==> src/design/sek_regs.svh <==
// Constants of the serial EEPROM access block: opcodes, sizes and timing
`ifndef SEK_REGS_SVH
`define SEK_REGS_SVH

// ---------------------------------------------------------------------
// Timing
// ---------------------------------------------------------------------
`define SEK_CLK_PERIOD_NS 25
`define SEK_WRITE_TIME_NS 5000000
// Longest time, so rounded down to whole clock cycles
`define SEK_WRITE_CYCLES (`SEK_WRITE_TIME_NS / `SEK_CLK_PERIOD_NS)

// ---------------------------------------------------------------------
// Array and opcodes
// ---------------------------------------------------------------------
`define SEK_ARRAY_BYTES 128
`define SEK_ERASED_BYTE 8'hFF
`define SEK_OP_READ 2'h2
`define SEK_OP_WRITE 2'h1
`define SEK_OP_ERASE 2'h3
`define SEK_OP_EXT 2'h0
`define SEK_EXT_PROG_EN 2'h3
`define SEK_EXT_ERASE_ALL 2'h2
`define SEK_EXT_WRITE_ALL 2'h1
`define SEK_EXT_PROG_DIS 2'h0
`define SEK_ABITS_X16 5'h06
`define SEK_ABITS_X8 5'h07
`define SEK_DBITS_X16 5'h10
`define SEK_DBITS_X8 5'h08

`endif

==> src/design/sek_pkg.sv <==
// Types shared by the serial EEPROM access block
package sek_pkg;

  // Kind of self-timed programming operation
  typedef enum logic [1:0] {
    SEK_WR_WORD = 2'h0,
    SEK_ER_WORD = 2'h1,
    SEK_WR_ALL  = 2'h2,
    SEK_ER_ALL  = 2'h3
  } sek_wkind_t;

  // Serial front-end states, Gray coded along the usual path
  typedef enum logic [2:0] {
    SEK_ST_IDLE = 3'h0,
    SEK_ST_OPC  = 3'h1,
    SEK_ST_ADDR = 3'h3,
    SEK_ST_DATA = 3'h2,
    SEK_ST_READ = 3'h7,
    SEK_ST_DONE = 3'h6
  } sek_state_t;

  // One programming request as it travels through the buffer
  typedef struct packed {
    sek_wkind_t kind;
    logic x16;
    logic [6:0] addr;
    logic [15:0] data;
  } sek_wreq_t;

endpackage

==> src/design/sek_eeprom.sv <==
// Serial EEPROM device logic: three-wire front end, write engine, array
`timescale 1ns/1ps
`default_nettype none
`include "sek_regs.svh"

module sek_eeprom #(
  parameter int unsigned WRITE_CYCLES = `SEK_WRITE_CYCLES,
  parameter int unsigned BUF_DEPTH = 2
) (
  // Clock and reset
  input wire logic clk,
  input wire logic nrst,
  // Three-wire serial link
  input wire logic chip_select,
  input wire logic serial_shift_clock,
  input wire logic serial_data_in,
  output logic serial_data_out,
  output logic serial_data_out_oe,
  // Organisation strap
  input wire logic word_width_select,
  input wire logic word_width_driven,
  // Status
  output logic program_enabled,
  output logic write_busy
);

  localparam int unsigned PW = (BUF_DEPTH > 1) ? $clog2(BUF_DEPTH) : 1;
  localparam int unsigned TW = $clog2(WRITE_CYCLES + 1);

  // ---------------------------------------------------------------------
  // Declarations
  // ---------------------------------------------------------------------
  sek_pkg::sek_state_t st_r;
  logic shclk_q_r;
  logic [4:0] cnt_r;
  logic [1:0] op_r;
  logic [6:0] addr_r;
  logic [15:0] sh_r;
  logic [15:0] rd_sh_r;
  logic pe_r;
  logic stat_r;
  logic dout_r;
  logic oe_r;
  logic push_r;
  sek_pkg::sek_wreq_t req_r;
  sek_pkg::sek_wreq_t buf_r [BUF_DEPTH];
  logic [PW-1:0] wp_r;
  logic [PW-1:0] rp_r;
  logic [PW:0] fill_r;
  logic eng_busy_r;
  logic [TW-1:0] tmr_r;
  sek_pkg::sek_wreq_t cur_r;
  logic busy_out_r;
  logic [7:0] mem [`SEK_ARRAY_BYTES];

  // ---------------------------------------------------------------------
  // Decoding
  // ---------------------------------------------------------------------
  // Floating strap means x16, as the internal pull-up would give
  wire x16 = ~word_width_driven | word_width_select;
  wire shclk_rise = serial_shift_clock & ~shclk_q_r;
  wire bit_in = chip_select & shclk_rise;
  wire [4:0] abits = x16 ? `SEK_ABITS_X16 : `SEK_ABITS_X8;
  wire [4:0] dbits = x16 ? `SEK_DBITS_X16 : `SEK_DBITS_X8;
  wire [6:0] full_addr = {addr_r[5:0], serial_data_in};
  // Extended sub-command sits in the two leading address bits
  wire [1:0] ext = x16 ? full_addr[5:4] : full_addr[6:5];
  wire [15:0] full_data = {sh_r[14:0], serial_data_in};
  wire addr_last = (cnt_r == abits - 5'h01);
  wire data_last = (cnt_r == dbits - 5'h01);
  wire [6:0] lo_idx = {full_addr[5:0], 1'b0};
  wire [6:0] hi_idx = {full_addr[5:0], 1'b1};
  // x8 data is left-aligned so both widths shift out from bit 15
  wire [15:0] rd_word = x16 ? {mem[hi_idx], mem[lo_idx]}
                            : {mem[full_addr], 8'h00};
  wire buf_full = (fill_r == (PW+1)'(BUF_DEPTH));
  wire buf_empty = (fill_r == '0);
  wire push_ok = push_r & ~buf_full;
  wire pop = ~eng_busy_r & ~buf_empty;
  wire eng_done = eng_busy_r & (tmr_r == '0);
  // Device is ready only when nothing is running or queued
  wire ready = ~eng_busy_r & buf_empty & ~push_r;

  // Programming request gate: dropped while program enable is clear
  function automatic logic prog_ok(input logic pe);
    return pe;
  endfunction

  // ---------------------------------------------------------------------
  // Serial front end
  // ---------------------------------------------------------------------
  // Shift clock is sampled on clk; its rising edge steps the sequence
  always_ff @(posedge clk or negedge nrst) begin
    if (!nrst) begin
      shclk_q_r <= 1'b0;
    end else begin
      shclk_q_r <= serial_shift_clock;
    end
  end

  // Instruction sequencer, restarted whenever chip select is low
  always_ff @(posedge clk or negedge nrst) begin
    if (!nrst) begin
      st_r <= sek_pkg::SEK_ST_IDLE;
      cnt_r <= 5'h00;
      op_r <= 2'h0;
      addr_r <= 7'h00;
      sh_r <= 16'h0000;
      rd_sh_r <= 16'h0000;
      pe_r <= 1'b0;
      push_r <= 1'b0;
      req_r <= '0;
    end else begin
      push_r <= push_r & buf_full;
      if (!chip_select) begin
        st_r <= sek_pkg::SEK_ST_IDLE;
      end else if (shclk_rise) begin
        cnt_r <= cnt_r + 5'h01;
        case (st_r)
          sek_pkg::SEK_ST_IDLE: begin
            cnt_r <= 5'h00;
            if (serial_data_in) begin
              st_r <= sek_pkg::SEK_ST_OPC;
            end
          end
          sek_pkg::SEK_ST_OPC: begin
            op_r <= {op_r[0], serial_data_in};
            if (cnt_r == 5'h01) begin
              st_r <= sek_pkg::SEK_ST_ADDR;
              cnt_r <= 5'h00;
            end
          end
          sek_pkg::SEK_ST_ADDR: begin
            addr_r <= full_addr;
            if (addr_last) begin
              cnt_r <= 5'h00;
              st_r <= sek_pkg::SEK_ST_DONE;
              req_r <= '{sek_pkg::SEK_ER_WORD, x16, full_addr, 16'h0000};
              case (op_r)
                `SEK_OP_READ: begin
                  rd_sh_r <= rd_word;
                  st_r <= sek_pkg::SEK_ST_READ;
                end
                `SEK_OP_WRITE: st_r <= sek_pkg::SEK_ST_DATA;
                `SEK_OP_ERASE: push_r <= prog_ok(pe_r);
                default: begin
                  case (ext)
                    `SEK_EXT_PROG_EN: pe_r <= 1'b1;
                    `SEK_EXT_PROG_DIS: pe_r <= 1'b0;
                    `SEK_EXT_ERASE_ALL: begin
                      req_r.kind <= sek_pkg::SEK_ER_ALL;
                      push_r <= prog_ok(pe_r);
                    end
                    default: st_r <= sek_pkg::SEK_ST_DATA;
                  endcase
                end
              endcase
            end
          end
          sek_pkg::SEK_ST_DATA: begin
            sh_r <= full_data;
            if (data_last) begin
              st_r <= sek_pkg::SEK_ST_DONE;
              req_r.data <= full_data;
              req_r.kind <= (op_r == `SEK_OP_WRITE) ? sek_pkg::SEK_WR_WORD
                                                    : sek_pkg::SEK_WR_ALL;
              push_r <= prog_ok(pe_r);
            end
          end
          sek_pkg::SEK_ST_READ: begin
            rd_sh_r <= {rd_sh_r[14:0], 1'b0};
            if (data_last) begin
              st_r <= sek_pkg::SEK_ST_DONE;
            end
          end
          sek_pkg::SEK_ST_DONE: st_r <= sek_pkg::SEK_ST_DONE;
          default: st_r <= sek_pkg::SEK_ST_IDLE;
        endcase
      end
    end
  end

  // ---------------------------------------------------------------------
  // Serial output and ready/busy status
  // ---------------------------------------------------------------------
  // Status is armed by a write start and dropped by the next start bit
  wire start_bit = bit_in & serial_data_in & (st_r == sek_pkg::SEK_ST_IDLE);
  wire rd_first = bit_in & (st_r == sek_pkg::SEK_ST_ADDR) & addr_last &
                  (op_r == `SEK_OP_READ);
  wire rd_shift = bit_in & (st_r == sek_pkg::SEK_ST_READ);
  wire rd_drive = (st_r == sek_pkg::SEK_ST_READ) |
                  ((st_r == sek_pkg::SEK_ST_DONE) & (op_r == `SEK_OP_READ));
  wire stat_show = chip_select & stat_r & (st_r == sek_pkg::SEK_ST_IDLE);
  // Read bits change only on a rising edge; status follows the engine
  wire dout_nxt = rd_first ? 1'b0 :
                  rd_shift ? rd_sh_r[15] :
                  rd_drive ? dout_r :
                  ready;
  wire oe_nxt = chip_select & ~start_bit &
                (rd_drive | stat_show | rd_first | rd_shift);

  always_ff @(posedge clk or negedge nrst) begin
    if (!nrst) begin
      stat_r <= 1'b0;
      dout_r <= 1'b0;
      oe_r <= 1'b0;
      busy_out_r <= 1'b0;
    end else begin
      stat_r <= push_ok | (stat_r & ~start_bit);
      dout_r <= dout_nxt;
      oe_r <= oe_nxt;
      busy_out_r <= ~ready;
    end
  end

  // ---------------------------------------------------------------------
  // Request buffer between front end and write engine
  // ---------------------------------------------------------------------
  // A full buffer holds the pending request rather than losing it
  always_ff @(posedge clk or negedge nrst) begin
    if (!nrst) begin
      wp_r <= '0;
      rp_r <= '0;
      fill_r <= '0;
    end else begin
      if (push_ok) begin
        wp_r <= (wp_r == PW'(BUF_DEPTH - 1)) ? '0 : wp_r + PW'(1);
      end
      if (pop) begin
        rp_r <= (rp_r == PW'(BUF_DEPTH - 1)) ? '0 : rp_r + PW'(1);
      end
      fill_r <= fill_r + {{PW{1'b0}}, push_ok} - {{PW{1'b0}}, pop};
    end
  end

  always_ff @(posedge clk) begin
    if (push_ok) begin
      buf_r[wp_r] <= req_r;
    end
  end

  // ---------------------------------------------------------------------
  // Self-timed write engine
  // ---------------------------------------------------------------------
  always_ff @(posedge clk or negedge nrst) begin
    if (!nrst) begin
      eng_busy_r <= 1'b0;
      tmr_r <= '0;
      cur_r <= '0;
    end else if (pop) begin
      eng_busy_r <= 1'b1;
      tmr_r <= TW'(WRITE_CYCLES - 1);
      cur_r <= buf_r[rp_r];
    end else if (eng_done) begin
      eng_busy_r <= 1'b0;
    end else if (eng_busy_r) begin
      tmr_r <= tmr_r - TW'(1);
    end
  end

  // Array update at the end of the cycle; writes overwrite directly
  generate
    for (genvar i = 0; i < `SEK_ARRAY_BYTES; i++) begin : g_byte
      wire hit = cur_r.x16 ? (cur_r.addr[5:0] == 6'(i >> 1))
                           : (cur_r.addr == 7'(i));
      wire all = cur_r.kind[1];
      wire [7:0] wval = (cur_r.x16 && (i % 2 == 1)) ? cur_r.data[15:8]
                                                     : cur_r.data[7:0];
      wire [7:0] val = cur_r.kind[0] ? `SEK_ERASED_BYTE : wval;
      always_ff @(posedge clk) begin
        if (eng_done && (all || hit)) begin
          mem[i] <= val;
        end
      end
    end
  endgenerate

  // ---------------------------------------------------------------------
  // Outputs
  // ---------------------------------------------------------------------
  assign serial_data_out = dout_r;
  assign serial_data_out_oe = oe_r;
  assign program_enabled = pe_r;
  assign write_busy = busy_out_r;

endmodule
`default_nettype wire

==> config.mk <==
export PLATFORM = sky130hd
export DESIGN_NAME = sek_eeprom
export DESIGN_NICKNAME = d
export VERILOG_FILES = /design/src/design/sek_pkg.sv /design/src/design/sek_eeprom.sv
export VERILOG_INCLUDE_DIRS = /design/src /design/src/design
export SDC_FILE = /design/constraint.sdc
export NUM_CORES = 2
export LEC_CHECK = 0
export BUFFER_PORTS_ARGS = -buffer_cell sky130_fd_sc_hd__buf_2
export CORE_AREA = 4 4 361 541
export CTS_BUF_LIST = sky130_fd_sc_hd__clkbuf_16
export DETAILED_ROUTE_END_ITERATION = 16
export DIE_AREA = 0 0 365 545
export PLACE_DENSITY_LB_ADDON = 0.25
export RECOVER_POWER = 100
export REMOVE_ABC_BUFFERS = 1
export SYNTH_ARGS = -nofsm -noshare
export SYNTH_HDL_FRONTEND = slang
export SYNTH_SLANG_ARGS = --single-unit
==> constraint.sdc <==
create_clock -name clk -period 4.3 [get_ports clk]
set_input_delay 0 -clock clk [delete_from_list [all_inputs] [get_ports clk]]
set_output_delay 0 -clock clk [all_outputs]
set_load 0.05 [all_outputs]
# After elaboration in Yosys (flattened, before gate mapping)
# Memories as Yosys holds them, arrays and structs flattened. A register that Yosys moved wholly into a read port is not among the register bits.
# Cells that the tools add are included.
# W data, S select, Z words.
# word_totals
ramBits	1076
n_memories	2
output_inout_bits	4
input_bits	7
ff_bits	103
wordCells	997
# memory_table
name	depth	width	read_ports	rd_clocked_by_memory_dff	wr	line_no	source
mem	128	8	3	0	128	sek_eeprom.sv:54	logic [7:0] mem [`SEK_ARRAY_BYTES];
buf_r	2	26	1	1	1	sek_eeprom.sv:46	sek_pkg::sek_wreq_t buf_r [BUF_DEPTH];
# op_classes
n_mux	434
n_eq_ne	214
n_bitwise	35
reduce_logical	282
add_sub_neg	8
# op_table
op	count
$eq A7 B7 Y1 const B	64
$mux W1	399
$eq A7 B6 Y1 const B	32
$eq A6 B6 Y1 const B	32
$logic_and A1 B1 Y1	128
$logic_or A1 B1 Y1	128
$eq A7 B5 Y1 const B	16
$eq A6 B5 Y1 const B	16
$mux W16	4
$pmux W16 S2	2
$eq A7 B4 Y1 const B	8
$mux W18	3
$eq A6 B4 Y1 const B	8
$eq A7 B3 Y1 const B	4
$mux W26	1
$eq A6 B3 Y1 const B	4
$mux W8	3
$mux W3	7
$and A1 B1 Y1	20
$logic_not A18 Y1	1
$sub A18 B1 Y18 const B	1
$mux W5	3
$pmux W3 S5	1
$pmux W5 S3	1
other kinds (40)	87

# Longest topological paths before layout
# depth
depth_word	11
depth_mapped	14
mapped_depth_nobuf	11

# Worst setup path before layout
# No wires, ideal clock.
# synth_path
path_type	reg2reg
startpoint	register tmr_r[11]
endpoint	memory mem[119][0] (enable)
path_slack_ns	1.348
t_arrival_ns	2.577
stages_incl_launch_ff	9
setup_ns	0.375
synth_period_minus_slack_ns	2.952
path_buffers	3
required_ns	3.925
cell_sequence	dfrtp_1 -> or4_1 -> or4_1 -> buf_2 -> nor3_1 -> nand2_1 -> clkbuf_1 -> clkbuf_1 -> a21oi_1
# synth_rtl
element	line_no	source
start: declaration	sek_eeprom.sv:51	logic [TW-1:0] tmr_r;
start signal: assignment	sek_eeprom.sv:252	tmr_r <= TW'(WRITE_CYCLES - 1);
start signal: assignment	sek_eeprom.sv:257	tmr_r <= tmr_r - TW'(1);
end: declaration	sek_eeprom.sv:54	

==> results_dict.tcl <==
set metrics [dict create \
    status "complete, but fails checks" \
    violations "max-capacitance violations, max-slew violations" \
    post-place-ws_ps 651 \
    syn_inst 3373 \
    tightest_slew_ps 3300 \
    async_reset_ff_share_pct 10.7 \
    gp_congestion 1.04 \
    portBuffers 10 \
    core_area_um2 190000 \
    powerDensity_nw_per_um2 362 \
    first_pass_iters 14 \
    routedWlPerCell_um 37.2 \
    design_area_um2 64700 \
    p_leak_nw 17.0 \
    grtUsageTotal_pct 22.7 \
    drive_gt1_share_pct 27.7 \
    post_drt_via_cell_ratio 5.90 \
    clock.fmax_mhz 245 \
    peakVddDrop_v 0.000307 \
    htree_levels 3 \
    fin_cells 6120 \
    cpMaxStageDelayCell "clkbuf_1" \
    grt_setup_unrepaired "no" \
    fillers 18021 \
    clock_sinks 1205 \
    cp_cell_sequence "or2_0 > clkbuf_1" \
    placed_cell_area_um2 61500 \
    vias 36084 \
    cp-start-kind "flip-flop" \
    insertion_delay_ps 770 \
    area_delta_synth_final_pct 13.8 \
    worst-path-max-fanout 34 \
    synth.yosys.warnings 0 \
    grt_pass1_vias 36307 \
    cts_tree "built" \
    power_mw 23.4 \
    setup_viol 0 \
    antenna_found_initial 14 \
    synth-edff-count 1076 \
    period_share_pct 95.0 \
    yosys.cell_count.top_type "edfxtp_1" \
    finalWirelength_mm 228 \
    synth_ff_type "edfxtp_1" \
    drc 0 \
    cp-end-kind "flip-flop" \
    setup-tns-final_ps 0 \
    overflow 0 \
    worstPathArrival_ps 4220 \
    die-area_um2 199000 \
    nets 3557 \
    grt_first_pass_wirelength_mm 309 \
    min_path_type "input pin to flip-flop" \
    relSlewSlack_pct -120 \
    placedCellCount 5889 \
    synth.avg_cell_area_um2 16.8 \
    max-cap-violations 19 \
    synthesis.area_um2 56800 \
    drv_slew 750 \
    synth_area_leaders "edfxtp_1 (57%), mux4_2 (21%), dfrtp_1 (5.7%), mux2i_1 (2.3%), a21oi_1 (1.9%)" \
    fin_crit_ps 4080 \
    critical_path.max_stage_delay_ps 2060 \
    die_h_um 545 \
    fin_ws_ps 215 \
    seq_area_frac_synth_pct 62.5 \
    critPathKind "flip-flop to flip-flop" \
    synth_top_area_share_pct 56.9 \
    hold_violations 0 \
    fin_hold_ws_ps 57.7 \
    root_buffer "clkbuf_16" \
    cts_resized 0 \
    cts_hold_buf 10 \
    initial_core_util_pct 29.9 \
    crit_required_ps 4430 \
    antenna_left 0 \
    ios 11 \
    hpwl_mm 161 \
    synth_cell_types 73 \
    postCtsSetupBuffers 0 \
    cts_buffers 111 \
    grt_start_max_net_pins 89 \
    synth.largest_area_cell "edfxtp_1" \
    clock_skew_ps 26.3 \
    ys_ff_latch 1205 \
    die_x_um 365 \
    drtIter0Drc 4632 \
    rows 196 \
    clk_path_buf_depth 3 \
    synthTopCellsByCount "edfxtp_1 (1,076), mux4_2 (523), nand2_1 (252), a21oi_1 (219)" \
    path_clk_slew_ps 60 \
    final_util_pct 34.0 \
]
[path summary, 6_finish.rpt]
check                                       from                     end  slack, ps  cells past startpoint
max reg2reg                cur_r[24]$_DFFE_PN0P_    mem[32][1]$_DFFE_PP_        220                      2
min                                  chip_select     st_r[1]$_DFFE_PN0P_         60                      3
min reg2reg                req_r[22]$_DFFE_PN0P_  buf_r[0][22]$_DFFE_PP_        460                      0
max in group asynchronous                   nrst   addr_r[2]$_DFFE_PN0P_       1130                      4
max                        cur_r[24]$_DFFE_PN0P_    mem[32][1]$_DFFE_PP_        220                      2
min in group asynchronous                   nrst   req_r[12]$_DFFE_PN0P_       1210                      4
[worst max-delay path, delay by kind of cell (launching register included)]
kind,cells,cell delay [ps]
buf+inv,1,2060
flops,1,650
simple gates,1,710
[registers in the layout, summed over array words and instances (netlist names), 2 cells and up]
name	cells
addr_r	6
buf_r	52
cnt_r	5
cur_r	26
fill_r	2
mem	1024
op_r	2
rd_sh_r	16
req_r	26
sh_r	15
st_r	3
tmr_r	18
[final cells by class]
| type | count | area [µm²] | share of cell area [%] |
|---|---|---|---|
| sequential | 1205 | 35600 | 55.0 |
| multi-input combinational | 1879 | 20000 | 30.9 |
| tap | 2475 | 3100 | 4.79 |
| clock buffer | 115 | 2880 | 4.45 |
| timing repair buffer | 321 | 2280 | 3.53 |
| clock inverter | 91 | 739 | 1.14 |
| inverter | 20 | 75.1 | 0.116 |
| antenna | 14 | 35.0 | 0.0542 |
[layer usage]
layer | GRT usage [%] | part of all wire, % | vias to the layer above
met1 | 24.7 | 33 | 19025
met2 | 39.1 | 50 | 2177
met5 | 0 | 0.0070 | -
met3 | 3.75 | 7.1 | 711
met4 | 18.1 | 10 | 2
li1 | - | - | 14169
[where the power goes]
part	switching, mW	internal, mW	leakage, nW	total (mW)
Combinational	0.408	0.254	5.87	0.662
Clock	4.64	5.46	1.85	10.1
Sequential	0.0312	12.6	9.25	12.6
[placed cells by master (no fill, tap or decap), drive strengths merged, types with 12 or more instances in the layout]
cell / count
edfxtp: 1076
mux4: 523
clkbuf: 254
nand2: 252
a21oi: 219
buf: 173
mux2i: 132
nor2: 132
dfrtp: 129
o21ai: 107
o22ai: 96
nor3: 53
inv: 51
mux2: 42
clkinv: 41
nand3: 29
nand2b: 27
nor2b: 24
nor4: 20
or3: 19
or2: 17
a31oi: 15
diode: 14
xnor2: 12
ha: 12
[cells by family after synthesis]
| kind of cell | Yosys count | synth area share, % |
|---|---|---|
| adder cells (fa/ha/maj) | 12 | 0.264 |
| flip-flops | 1205 | 62.5 |
| buffers and inverters | 289 | 2.44 |
| AO/OA/AOI/OAI | 532 | 5.55 |
| AND/OR/NAND/NOR | 621 | 5.05 |
| multiplexers | 697 | 23.9 |
| XOR/XNOR | 17 | 0.262 |
No activity file was read; power rests on OpenSTA's default activity.
